### src/verilog/sfm_pkg.sv
/*
 Package for the servo I/O function mapper: register map, function codes,
 factory defaults and field widths.
 Assumes word addressing on the Avalon-MM register bus.
*/
package sfm_pkg;
   localparam int CFG_W = 12;
   localparam int CODE_W = 7;
   localparam int ADDR_W = 5;
   localparam int N_DI = 6;
   localparam int N_DO = 3;
   localparam int N_PRE = 3;
   localparam int FN_MAX = 26;
   localparam int ST_MAX = 10;
   // Decimal digits below the hundreds place hold the function code
   localparam logic [CFG_W-1:0] CODE_MOD = 12'h064;

   // Word addresses
   localparam logic [ADDR_W-1:0] A_DI_CFG0 = 5'h00;
   localparam logic [ADDR_W-1:0] A_DO_CFG0 = 5'h06;
   localparam logic [ADDR_W-1:0] A_TRQ_PRE0 = 5'h09;
   localparam logic [ADDR_W-1:0] A_SPD_PRE0 = 5'h0c;
   localparam logic [ADDR_W-1:0] A_CTRL = 5'h0f;
   localparam logic [ADDR_W-1:0] A_STATUS = 5'h10;
   localparam logic [ADDR_W-1:0] A_FUNC = 5'h11;

   // Control register fields
   localparam int CTRL_TRQ_INT = 0;
   localparam int CTRL_SPD_INT = 1;
   localparam logic [1:0] CTRL_RST = 2'h0;

   // Input function codes
   localparam int FN_SERVO_ENABLE = 1;
   localparam int FN_ALARM_CLEAR = 2;
   localparam int FN_GAIN_SWITCH = 3;
   localparam int FN_PULSE_CLEAR = 4;
   localparam int FN_ZERO_CLAMP = 5;
   localparam int FN_CMD_REVERSE = 6;
   localparam int FN_PULSE_INHIBIT = 7;
   localparam int FN_TRQ_LIMIT_EN = 9;
   localparam int FN_SPD_LIMIT_EN = 10;
   localparam int FN_GEAR_NUM0 = 11;
   localparam int FN_SPD_SRC0 = 14;
   localparam int FN_SPD_SRC1 = 15;
   localparam int FN_TRQ_SRC0 = 16;
   localparam int FN_TRQ_SRC1 = 17;
   localparam int FN_POS_SPEED = 18;
   localparam int FN_SPEED_TRQ = 19;
   localparam int FN_TRQ_POS = 20;
   localparam int FN_EMERGENCY = 21;
   localparam int FN_REV_TRAVEL = 22;
   localparam int FN_FWD_TRAVEL = 23;
   localparam int FN_REV_TORQUE = 25;
   localparam int FN_FWD_TORQUE = 26;
   localparam logic [FN_MAX:0] FN_DEFINED = 27'h6ffcefe;
   localparam logic [FN_MAX:0] FN_CONTACT_B = 27'h0e00000;
   localparam logic [FN_MAX:0] FN_SINGLE_MODE = 27'h003c000;
   localparam logic [FN_MAX:0] FN_DUAL_MODE = 27'h01c0000;

   // Output status codes
   localparam int ST_SERVO_READY = 1;

   // Factory defaults, written as polarity digit plus code
   localparam logic [CFG_W-1:0] DI_RST [N_DI] = '{12'h065, 12'h066, 12'h068,
                                                   12'h07a, 12'h07b, 12'h079};
   localparam logic [CFG_W-1:0] DO_RST [N_DO] = '{12'h065, 12'h067, 12'h06b};
endpackage

### src/verilog/sfm_pin_sync.sv
/*
 Two-stage synchroniser for the discrete input pins.
 Assumes pins are asynchronous to clk; only the second stage is used.
*/
`timescale 1ns/1ps
module sfm_pin_sync
   import sfm_pkg::*;
#(
   parameter int W = 6
)
(
   input wire logic clk,
   input wire logic rstn,
   input wire logic [W-1:0] pin,
   output logic [W-1:0] pin_sync
);
   if (W < 1)
      $error("W must be at least 1");
   logic [W-1:0] meta_q;
   logic [W-1:0] meta_d;
   logic [W-1:0] sync_q;
   logic [W-1:0] sync_d;

   always_comb
   begin
      meta_d = pin;
      sync_d = meta_q;
   end

   always_ff @(posedge clk)
   begin
      if (!rstn)
      begin
         meta_q <= '0;
         sync_q <= '0;
      end
      else
      begin
         meta_q <= meta_d;
         sync_q <= sync_d;
      end
   end

   assign pin_sync = sync_q;
endmodule

### src/verilog/sfm_cmd_select.sv
/*
 Command source selector: analog input, zero, or one of three presets.
 Assumes select bits and presets come from logic on the same clock.
*/
`timescale 1ns/1ps
module sfm_cmd_select
   import sfm_pkg::*;
#(
   parameter int W = 16
)
(
   input wire logic clk,
   input wire logic rstn,
   input wire logic sel0,
   input wire logic sel1,
   input wire logic internal_mode,
   input wire logic [W-1:0] analog_in,
   input wire logic [W-1:0] preset0,
   input wire logic [W-1:0] preset1,
   input wire logic [W-1:0] preset2,
   output logic [W-1:0] cmd
);
   if (W < 1)
      $error("W must be at least 1");
   logic [W-1:0] cmd_q;
   logic [W-1:0] cmd_d;

   always_comb
   begin
      case ({sel1, sel0})
         2'h0: cmd_d = internal_mode ? '0 : analog_in;
         2'h1: cmd_d = preset0;
         2'h2: cmd_d = preset1;
         2'h3: cmd_d = preset2;
         default: cmd_d = '0;
      endcase
   end

   always_ff @(posedge clk)
   begin
      if (!rstn)
         cmd_q <= '0;
      else
         cmd_q <= cmd_d;
   end

   assign cmd = cmd_q;
endmodule

### src/verilog/sfm_io_mapper.sv
/*
 Servo discrete I/O function mapper: six input pins and three output pins
 bound to drive functions by software-written codes, plus speed and
 torque command source selection. Registers over Avalon-MM.
 Assumes drive status inputs and analog samples are on clk.
*/
// Added by the designer: the Avalon-MM interface to the registers and the register offsets.
`timescale 1ns/1ps
module sfm_io_mapper
   import sfm_pkg::*;
#(
   parameter int CMD_W = 16
)
(
   input wire logic clk,
   input wire logic rstn,
   input wire logic [ADDR_W-1:0] avs_address,
   input wire logic avs_read,
   input wire logic avs_write,
   input wire logic [31:0] avs_writedata,
   output logic [31:0] avs_readdata,
   output logic avs_waitrequest,
   input wire logic [N_DI-1:0] di_pin,
   output logic [N_DO-1:0] do_pin,
   input wire logic stat_servo_ready,
   input wire logic stat_servo_on,
   input wire logic stat_at_zero_speed,
   input wire logic stat_speed_reached,
   input wire logic stat_position_done,
   input wire logic stat_at_torque_limit,
   input wire logic stat_servo_fault,
   input wire logic stat_brake_control,
   input wire logic stat_overload_warning,
   input wire logic stat_servo_warning,
   input wire logic [CMD_W-1:0] analog_speed,
   input wire logic [CMD_W-1:0] analog_torque,
   output logic [CMD_W-1:0] speed_cmd,
   output logic [CMD_W-1:0] torque_cmd,
   output logic servo_enable,
   output logic alarm_clear,
   output logic gain_switch,
   output logic pulse_count_clear,
   output logic zero_speed_clamp,
   output logic command_reverse,
   output logic pulse_inhibit,
   output logic torque_limit_enable,
   output logic speed_limit_enable,
   output logic gear_numerator_sel0,
   output logic pos_speed_sel,
   output logic speed_torque_sel,
   output logic torque_pos_sel,
   output logic emergency_stop,
   output logic reverse_travel_limit,
   output logic forward_travel_limit,
   output logic reverse_torque_limit,
   output logic forward_torque_limit,
   output logic dual_mode_cfg,
   output logic emergency_fault
);
   if (CMD_W < 2 || CMD_W > 32)
      $error("CMD_W must lie in 2..32");

   // Modulo keeps a polarity hundreds digit from aliasing into the code
   function automatic logic [CODE_W-1:0] code_of(input logic [CFG_W-1:0] v);
      logic [CFG_W-1:0] r;
      r = v % CODE_MOD;
      code_of = r[CODE_W-1:0];
   endfunction

   logic [N_DI-1:0] di_sync;
   logic [CFG_W-1:0] di_cfg_q [N_DI];
   logic [CFG_W-1:0] di_cfg_d [N_DI];
   logic [CFG_W-1:0] do_cfg_q [N_DO];
   logic [CFG_W-1:0] do_cfg_d [N_DO];
   logic [CMD_W-1:0] trq_pre_q [N_PRE];
   logic [CMD_W-1:0] trq_pre_d [N_PRE];
   logic [CMD_W-1:0] spd_pre_q [N_PRE];
   logic [CMD_W-1:0] spd_pre_d [N_PRE];
   logic [1:0] ctrl_q;
   logic [1:0] ctrl_d;
   logic ack_q;
   logic ack_d;
   logic [31:0] rdata_q;
   logic [31:0] rdata_d;
   logic [FN_MAX:0] func_q;
   logic [FN_MAX:0] func_d;
   logic [N_DO-1:0] do_q;
   logic [N_DO-1:0] do_d;
   logic fault_q;
   logic fault_d;
   logic dual_q;
   logic dual_d;
   logic [ST_MAX:0] status;
   logic req;
   logic wr_en;
   logic [CODE_W-1:0] c;
   logic live_q;

   sfm_pin_sync #(.W(N_DI)) u_sync
   (
      .clk(clk),
      .rstn(rstn),
      .pin(di_pin),
      .pin_sync(di_sync)
   );

   // One wait cycle per access; the write lands on the releasing edge
   assign req = avs_read | avs_write;
   assign avs_waitrequest = req & ~ack_q;
   assign wr_en = avs_write & ack_q;

   always_comb
   begin
      ack_d = req & ~ack_q;
      ctrl_d = ctrl_q;
      for (int i = 0; i < N_DI; i++)
      begin
         di_cfg_d[i] = di_cfg_q[i];
         if (wr_en && avs_address == A_DI_CFG0 + ADDR_W'(i))
            di_cfg_d[i] = avs_writedata[CFG_W-1:0];
      end
      for (int j = 0; j < N_DO; j++)
      begin
         do_cfg_d[j] = do_cfg_q[j];
         if (wr_en && avs_address == A_DO_CFG0 + ADDR_W'(j))
            do_cfg_d[j] = avs_writedata[CFG_W-1:0];
      end
      for (int k = 0; k < N_PRE; k++)
      begin
         trq_pre_d[k] = trq_pre_q[k];
         spd_pre_d[k] = spd_pre_q[k];
         if (wr_en && avs_address == A_TRQ_PRE0 + ADDR_W'(k))
            trq_pre_d[k] = avs_writedata[CMD_W-1:0];
         if (wr_en && avs_address == A_SPD_PRE0 + ADDR_W'(k))
            spd_pre_d[k] = avs_writedata[CMD_W-1:0];
      end
      if (wr_en && avs_address == A_CTRL)
         ctrl_d = avs_writedata[1:0];
      // Unmapped addresses read zero
      rdata_d = rdata_q;
      if (avs_read && !ack_q)
      begin
         rdata_d = '0;
         for (int i = 0; i < N_DI; i++)
            if (avs_address == A_DI_CFG0 + ADDR_W'(i))
               rdata_d[CFG_W-1:0] = di_cfg_q[i];
         for (int j = 0; j < N_DO; j++)
            if (avs_address == A_DO_CFG0 + ADDR_W'(j))
               rdata_d[CFG_W-1:0] = do_cfg_q[j];
         for (int k = 0; k < N_PRE; k++)
         begin
            if (avs_address == A_TRQ_PRE0 + ADDR_W'(k))
               rdata_d[CMD_W-1:0] = trq_pre_q[k];
            if (avs_address == A_SPD_PRE0 + ADDR_W'(k))
               rdata_d[CMD_W-1:0] = spd_pre_q[k];
         end
         if (avs_address == A_CTRL)
            rdata_d[1:0] = ctrl_q;
         if (avs_address == A_STATUS)
            rdata_d[11:0] = {dual_q, fault_q, do_q, di_sync, 1'b0};
         if (avs_address == A_FUNC)
            rdata_d[FN_MAX:0] = func_q;
      end
   end

   always_ff @(posedge clk)
   begin
      if (!rstn)
      begin
         ack_q <= 1'b0;
         rdata_q <= '0;
         ctrl_q <= CTRL_RST;
         for (int i = 0; i < N_DI; i++)
            di_cfg_q[i] <= DI_RST[i];
         for (int j = 0; j < N_DO; j++)
            do_cfg_q[j] <= DO_RST[j];
         for (int k = 0; k < N_PRE; k++)
         begin
            trq_pre_q[k] <= '0;
            spd_pre_q[k] <= '0;
         end
      end
      else
      begin
         ack_q <= ack_d;
         rdata_q <= rdata_d;
         ctrl_q <= ctrl_d;
         di_cfg_q <= di_cfg_d;
         do_cfg_q <= do_cfg_d;
         trq_pre_q <= trq_pre_d;
         spd_pre_q <= spd_pre_d;
      end
   end

   assign avs_readdata = rdata_q;

   // Function decode; several pins on one code are ORed
   always_comb
   begin
      func_d = '0;
      dual_d = 1'b0;
      status = {stat_servo_warning, stat_overload_warning, stat_brake_control,
                stat_servo_fault, stat_at_torque_limit, stat_position_done,
                stat_speed_reached, stat_at_zero_speed, stat_servo_on,
                stat_servo_ready, 1'b0};
      for (int i = 0; i < N_DI; i++)
         for (int f = 1; f <= FN_MAX; f++)
            if (code_of(di_cfg_q[i]) == CODE_W'(f))
            begin
               // Contact-b functions are asserted by an open input
               func_d[f] = func_d[f] | (FN_CONTACT_B[f] ? ~di_sync[i] : di_sync[i]);
               dual_d = dual_d | FN_DUAL_MODE[f];
            end
      func_d = func_d & FN_DEFINED;
      for (int j = 0; j < N_DO; j++)
      begin
         c = code_of(do_cfg_q[j]);
         do_d[j] = (c != '0 && c <= CODE_W'(ST_MAX)) ? status[c[3:0]] : 1'b0;
      end
      // Set wins over the alarm-clear function
      fault_d = func_q[FN_EMERGENCY] | (fault_q & ~func_q[FN_ALARM_CLEAR]);
   end

   always_ff @(posedge clk)
   begin
      if (!rstn)
      begin
         func_q <= '0;
         do_q <= '0;
         fault_q <= 1'b0;
         dual_q <= 1'b0;
         live_q <= 1'b0;
      end
      else
      begin
         func_q <= func_d;
         do_q <= do_d;
         fault_q <= fault_d;
         dual_q <= dual_d;
         live_q <= 1'b1;
      end
   end

   assign do_pin = do_q;
   assign emergency_fault = fault_q;
   assign dual_mode_cfg = dual_q;
   assign servo_enable = func_q[FN_SERVO_ENABLE];
   assign alarm_clear = func_q[FN_ALARM_CLEAR];
   assign gain_switch = func_q[FN_GAIN_SWITCH];
   assign pulse_count_clear = func_q[FN_PULSE_CLEAR];
   assign zero_speed_clamp = func_q[FN_ZERO_CLAMP];
   assign command_reverse = func_q[FN_CMD_REVERSE];
   assign pulse_inhibit = func_q[FN_PULSE_INHIBIT];
   assign torque_limit_enable = func_q[FN_TRQ_LIMIT_EN];
   assign speed_limit_enable = func_q[FN_SPD_LIMIT_EN];
   assign gear_numerator_sel0 = func_q[FN_GEAR_NUM0];
   assign pos_speed_sel = func_q[FN_POS_SPEED];
   assign speed_torque_sel = func_q[FN_SPEED_TRQ];
   assign torque_pos_sel = func_q[FN_TRQ_POS];
   assign emergency_stop = func_q[FN_EMERGENCY];
   assign reverse_travel_limit = func_q[FN_REV_TRAVEL];
   assign forward_travel_limit = func_q[FN_FWD_TRAVEL];
   assign reverse_torque_limit = func_q[FN_REV_TORQUE];
   assign forward_torque_limit = func_q[FN_FWD_TORQUE];

   sfm_cmd_select #(.W(CMD_W)) u_spd
   (
      .clk(clk),
      .rstn(rstn),
      .sel0(func_q[FN_SPD_SRC0]),
      .sel1(func_q[FN_SPD_SRC1]),
      .internal_mode(ctrl_q[CTRL_SPD_INT]),
      .analog_in(analog_speed),
      .preset0(spd_pre_q[0]),
      .preset1(spd_pre_q[1]),
      .preset2(spd_pre_q[2]),
      .cmd(speed_cmd)
   );

   sfm_cmd_select #(.W(CMD_W)) u_trq
   (
      .clk(clk),
      .rstn(rstn),
      .sel0(func_q[FN_TRQ_SRC0]),
      .sel1(func_q[FN_TRQ_SRC1]),
      .internal_mode(ctrl_q[CTRL_TRQ_INT]),
      .analog_in(analog_torque),
      .preset0(trq_pre_q[0]),
      .preset1(trq_pre_q[1]),
      .preset2(trq_pre_q[2]),
      .cmd(torque_cmd)
   );
endmodule

### config.mk
export PLATFORM = sky130hd
export DESIGN_NAME = sfm_io_mapper
export DESIGN_NICKNAME = d
export VERILOG_FILES = /design/src/verilog/sfm_pkg.sv /design/src/verilog/sfm_pin_sync.sv /design/src/verilog/sfm_cmd_select.sv /design/src/verilog/sfm_io_mapper.sv
export SDC_FILE = /design/constraint.sdc
export NUM_CORES = 1
export LEC_CHECK = 0
export BUFFER_PORTS_ARGS = -buffer_cell sky130_fd_sc_hd__buf_2
export CORE_UTILIZATION = 35
export DETAILED_ROUTE_END_ITERATION = 6
export GPL_ROUTABILITY_DRIVEN = 1
export PLACE_DENSITY = 0.49
export REMOVE_ABC_BUFFERS = 1
export SLEW_MARGIN = 20
export SYNTH_ARGS = -nofsm -noshare
export SYNTH_HDL_FRONTEND = slang
export SYNTH_SLANG_ARGS = --single-unit
export TNS_END_PERCENT = 50
### constraint.sdc
create_clock -name clk -period 11.49 [get_ports clk]
set_input_delay 1.7235 -clock clk [delete_from_list [all_inputs] [get_ports clk]]
set_output_delay 1.7235 -clock clk [all_outputs]
set_load 0.03 [all_outputs]
==> results.yml <==
outcome:
  status: "complete, no violations"
critical_path:
  reg2reg_to: "func_q[5]$_SDFF_PN0_"
  reg2reg_from: "di_cfg_q[10]$_SDFFE_PN0P_"
  arrival_ns: 6.10
  worst_setup_path_end_kind: "flop"
  cp-start-kind: "flop"
  cp_slowest_cell: "dfxtp_1"
  max_stage_delay_ns: 1.05
  path_class: "flop to flop"
  r2r_cells: 14
  path_common_cell: "o211ai_1"
  path_cells: "nor2b_1 -> o211ai_1 -> a221oi_2 -> a2111o_1 -> o211ai_1 -> xnor2_1 -> o22ai_2 -> or4_4 -> a31o_4 -> a21oi_4 -> xor2_2 -> nand2b_1 -> o311ai_0 -> o41a_1"
  rrSetupSlack_ns: 5.84
  crit_fanout: 34
  cp.required_ns: 11.94
sta:
  rsz0062_at_grt: "false"
  setup_tns_ns: 0
  setup_ws_ns: 5.84
  max_freq_ghz: 0.177
  setup_violations: 0
  period_share_pct: 49.2
  drv_slew: 0
  worst_pin_slew_ns: 1.11
  hold_violations: 0
  finalClockSkew_ns: 0.0226
  slew_headroom_pct: 26.2
  fin_crit_ns: 5.65
detailed_routing:
  wirelength_mm: 103
  vias_per_cell: 6.27
  drt-pass1-iter-count: 7
  ant_nets: 0
  drc: 0
  vias: 27123
  routedWlPerCell_microns: 23.9
  first_iter_violations: 2922
cts:
  cts_resized: 0
  clk_latency_ns: 0.58
  post-cts-setup-buffers: 0
  clk_pin_slew_ns: 0.06
  cts_tree: "built"
  root_buffer: "clkbuf_16"
  htreeDepth: 2
  cts_sinks: 304
  cts_buffers: 37
  hold_buffers: 0
  clockBufferDepth: 3
min_path:
  hold_class: "flop to flop"
  whs_path_depth: 1
  hold_path_end: "u_sync.pin_sync[3]$_SDFF_PN0_"
  hp-start: "u_sync.meta_q[3]$_SDFF_PN0_"
placed_design:
  gp_congestion: 0.966
  hpwl_mm: 74.6
  numPortBuffers: 154
  pre_cts_slack_ns: 5.92
finish:
  final_common_cell: "nand2_1"
  final_cell_mix: "nand2_1 (635), a21oi_1 (339), dfxtp_1 (303)"
  nets: 3456
  drive_above_1_share_pct: 12.5
  syn_to_final_growth_pct: 9.49
  n_fill_cell: 7113
floorplanning:
  initial_core_util_pct: 35.5
  die-area_sq_mm: 0.0709
  die_h_microns: 266
  coreArea_sq_mm: 0.0688
  io_pins: 177
  rows: 96
  die_w_microns: 266
global_route:
  grt-ovfl-total: 0
  grt_pass1_vias: 24153
  grt_pass1_wl_mm: 154
  grtUsageTotal_pct: 28.0
  grt_max_degree: 127
  antenna_found_initial: 5
run:
  cap_violations: 0
synthesis:
  ys_async_sr_fraction_pct: 0
  syn_avg_cell_area_sq_um: 7.15
  synth_edf_count: 0
  yosysWarningCount: 0
  synth_top_flop_cell: "dfxtp_1"
  yosysUniqueCellTypes: 130
  ys_seq_area_share_pct: 24.9
  netlist_instances: 3417
  syn_area_sq_mm: 0.0244
  ys_ff_latch: 304
power_and_ir_drop:
  power.density_mw_per_mm2: 95.4
  p_leak_nw: 9.13
  max-vdd-ir-drop_uv: 91.1
cell usage after synthesis (22+ instances only):
| library cell | n | area share, % |
|---|---|---|
| nand2_1 | 635 | 9.8 |
| a21oi_1 | 339 | 6.9 |
| dfxtp_1 | 304 | 25 |
| clkbuf_1 | 191 | 2.9 |
| nor2_1 | 181 | 2.8 |
| nand3_1 | 135 | 2.8 |
| o21ai_0 | 130 | 2.7 |
| a22oi_1 | 85 | 2.6 |
| o211ai_1 | 79 | 2.4 |
| nor3_1 | 72 | 1.5 |
| inv_1 | 64 | 0.98 |
| mux2i_1 | 56 | 2.3 |
| buf_2 | 51 | 1.0 |
| a31oi_1 | 49 | 1.3 |
| mux2_2 | 47 | 2.2 |
| o22ai_1 | 42 | 1.1 |
| and2_1 | 41 | 1.0 |
| or3_1 | 40 | 1.0 |
| nand2b_1 | 39 | 1.0 |
| nand4_1 | 37 | 0.95 |
| a211oi_1 | 32 | 0.98 |
| a221oi_1 | 32 | 1.1 |
| a21o_1 | 31 | 0.95 |
| o31a_1 | 29 | 1.0 |
| o21a_1 | 27 | 0.83 |
| a22o_1 | 25 | 0.90 |
| and3_1 | 24 | 0.61 |
| nand3b_1 | 24 | 0.74 |
| or2_2 | 24 | 0.61 |
| o31ai_1 | 23 | 0.71 |
| buf_1 | 22 | 0.34 |
how the worst max path moves through the flow:
stage	start	endpoint	slack (ns)
after floorplan	rstn	do_pin[1]$_SDFF_PN0_	6.21
after global placement	di_cfg_q[7]$_SDFFE_PN0P_	func_q[5]$_SDFF_PN0_	6.01
after detailed placement	di_cfg_q[71]$_SDFFE_PN0P_	func_q[21]$_SDFF_PN0_	5.92
after CTS	di_cfg_q[71]$_SDFFE_PN0P_	func_q[21]$_SDFF_PN0_	5.90
after global routing	di_cfg_q[10]$_SDFFE_PN0P_	func_q[11]$_SDFF_PN0_	5.54
final	di_cfg_q[10]$_SDFFE_PN0P_	func_q[5]$_SDFF_PN0_	5.84
metal layers:
layer  vias to the layer above  GRT usage [%]  wire, microns
met2                      1030           44.2          46600
met1                     13215           39.2          47200
met4                         4           7.91           2790
li1                      12745              -              -
met3                       129           4.16           6750
met5                         -              0             21
layout make-up:
class,instances,area [sq um],share of cell area [%]
flip-flops and latches,304,6090,22.7
inverters,66,253,0.945
well taps,931,1160,4.35
clock buffers,51,1050,3.92
multi-input cells,2764,16900,63.3
repair buffers,194,1070,4.01
clock inverters,13,201,0.753
diodes,2,5.00,0.0187
sequential cells by signal, summed over array words and instances, names as in the netlist, 2 cells and up:
signal           cells
avs_readdata        26
ctrl_q               2
di_cfg_q            72
do_cfg_q            36
do_pin               3
func_q              22
spd_pre_q           48
trq_pre_q           48
u_spd.cmd           16
u_sync.meta_q        6
u_sync.pin_sync      6
u_trq.cmd           16
cell families after synthesis:
family | share of synthesized area (%)
AND/OR/NAND/NOR | 26.9
AO/OA/AOI/OAI | 36.1
buffers and inverters | 6.22
flip-flops | 24.9
multiplexers | 4.79
XOR/XNOR | 0.927
adder cells (fa/ha/maj) | 0.210
other | 0.0153
power by group:
group / leakage (nW) / internal (W) / switching (W)
logic: 6.06 / 0.0000650 / 0.000168
clock network: 0.607 / 0.000714 / 0.000516
registers: 2.47 / 0.00107 / 0.0000182
total: 9.13 / 0.00185 / 0.000702
per-stage QoR:
step	instances	hold slack, ns	instance area (sq um)	total power, W	utilization, %
after global placement	4259	0.412	25500	0.00134	37.1
after floorplan	3134	0.412	23200	0.00123	-
after CTS	4323	0.434	26800	0.00257	38.9
final	4325	0.432	26800	0.00255	38.9
after detailed placement	4259	0.421	25500	0.00134	37.1
after global routing	4324	0.454	26800	0.00263	38.9
worst max-delay path: cells and delay by family, from the launching register on:
kind | cells | cell delay, ns
and+or+nand+nor | 3 | 1.29
xor gates and xnor gates | 2 | 0.82
DFF | 1 | 1.05
AOI/OAI and AO/OA | 9 | 2.35
(Power assumes the default switching activity.)
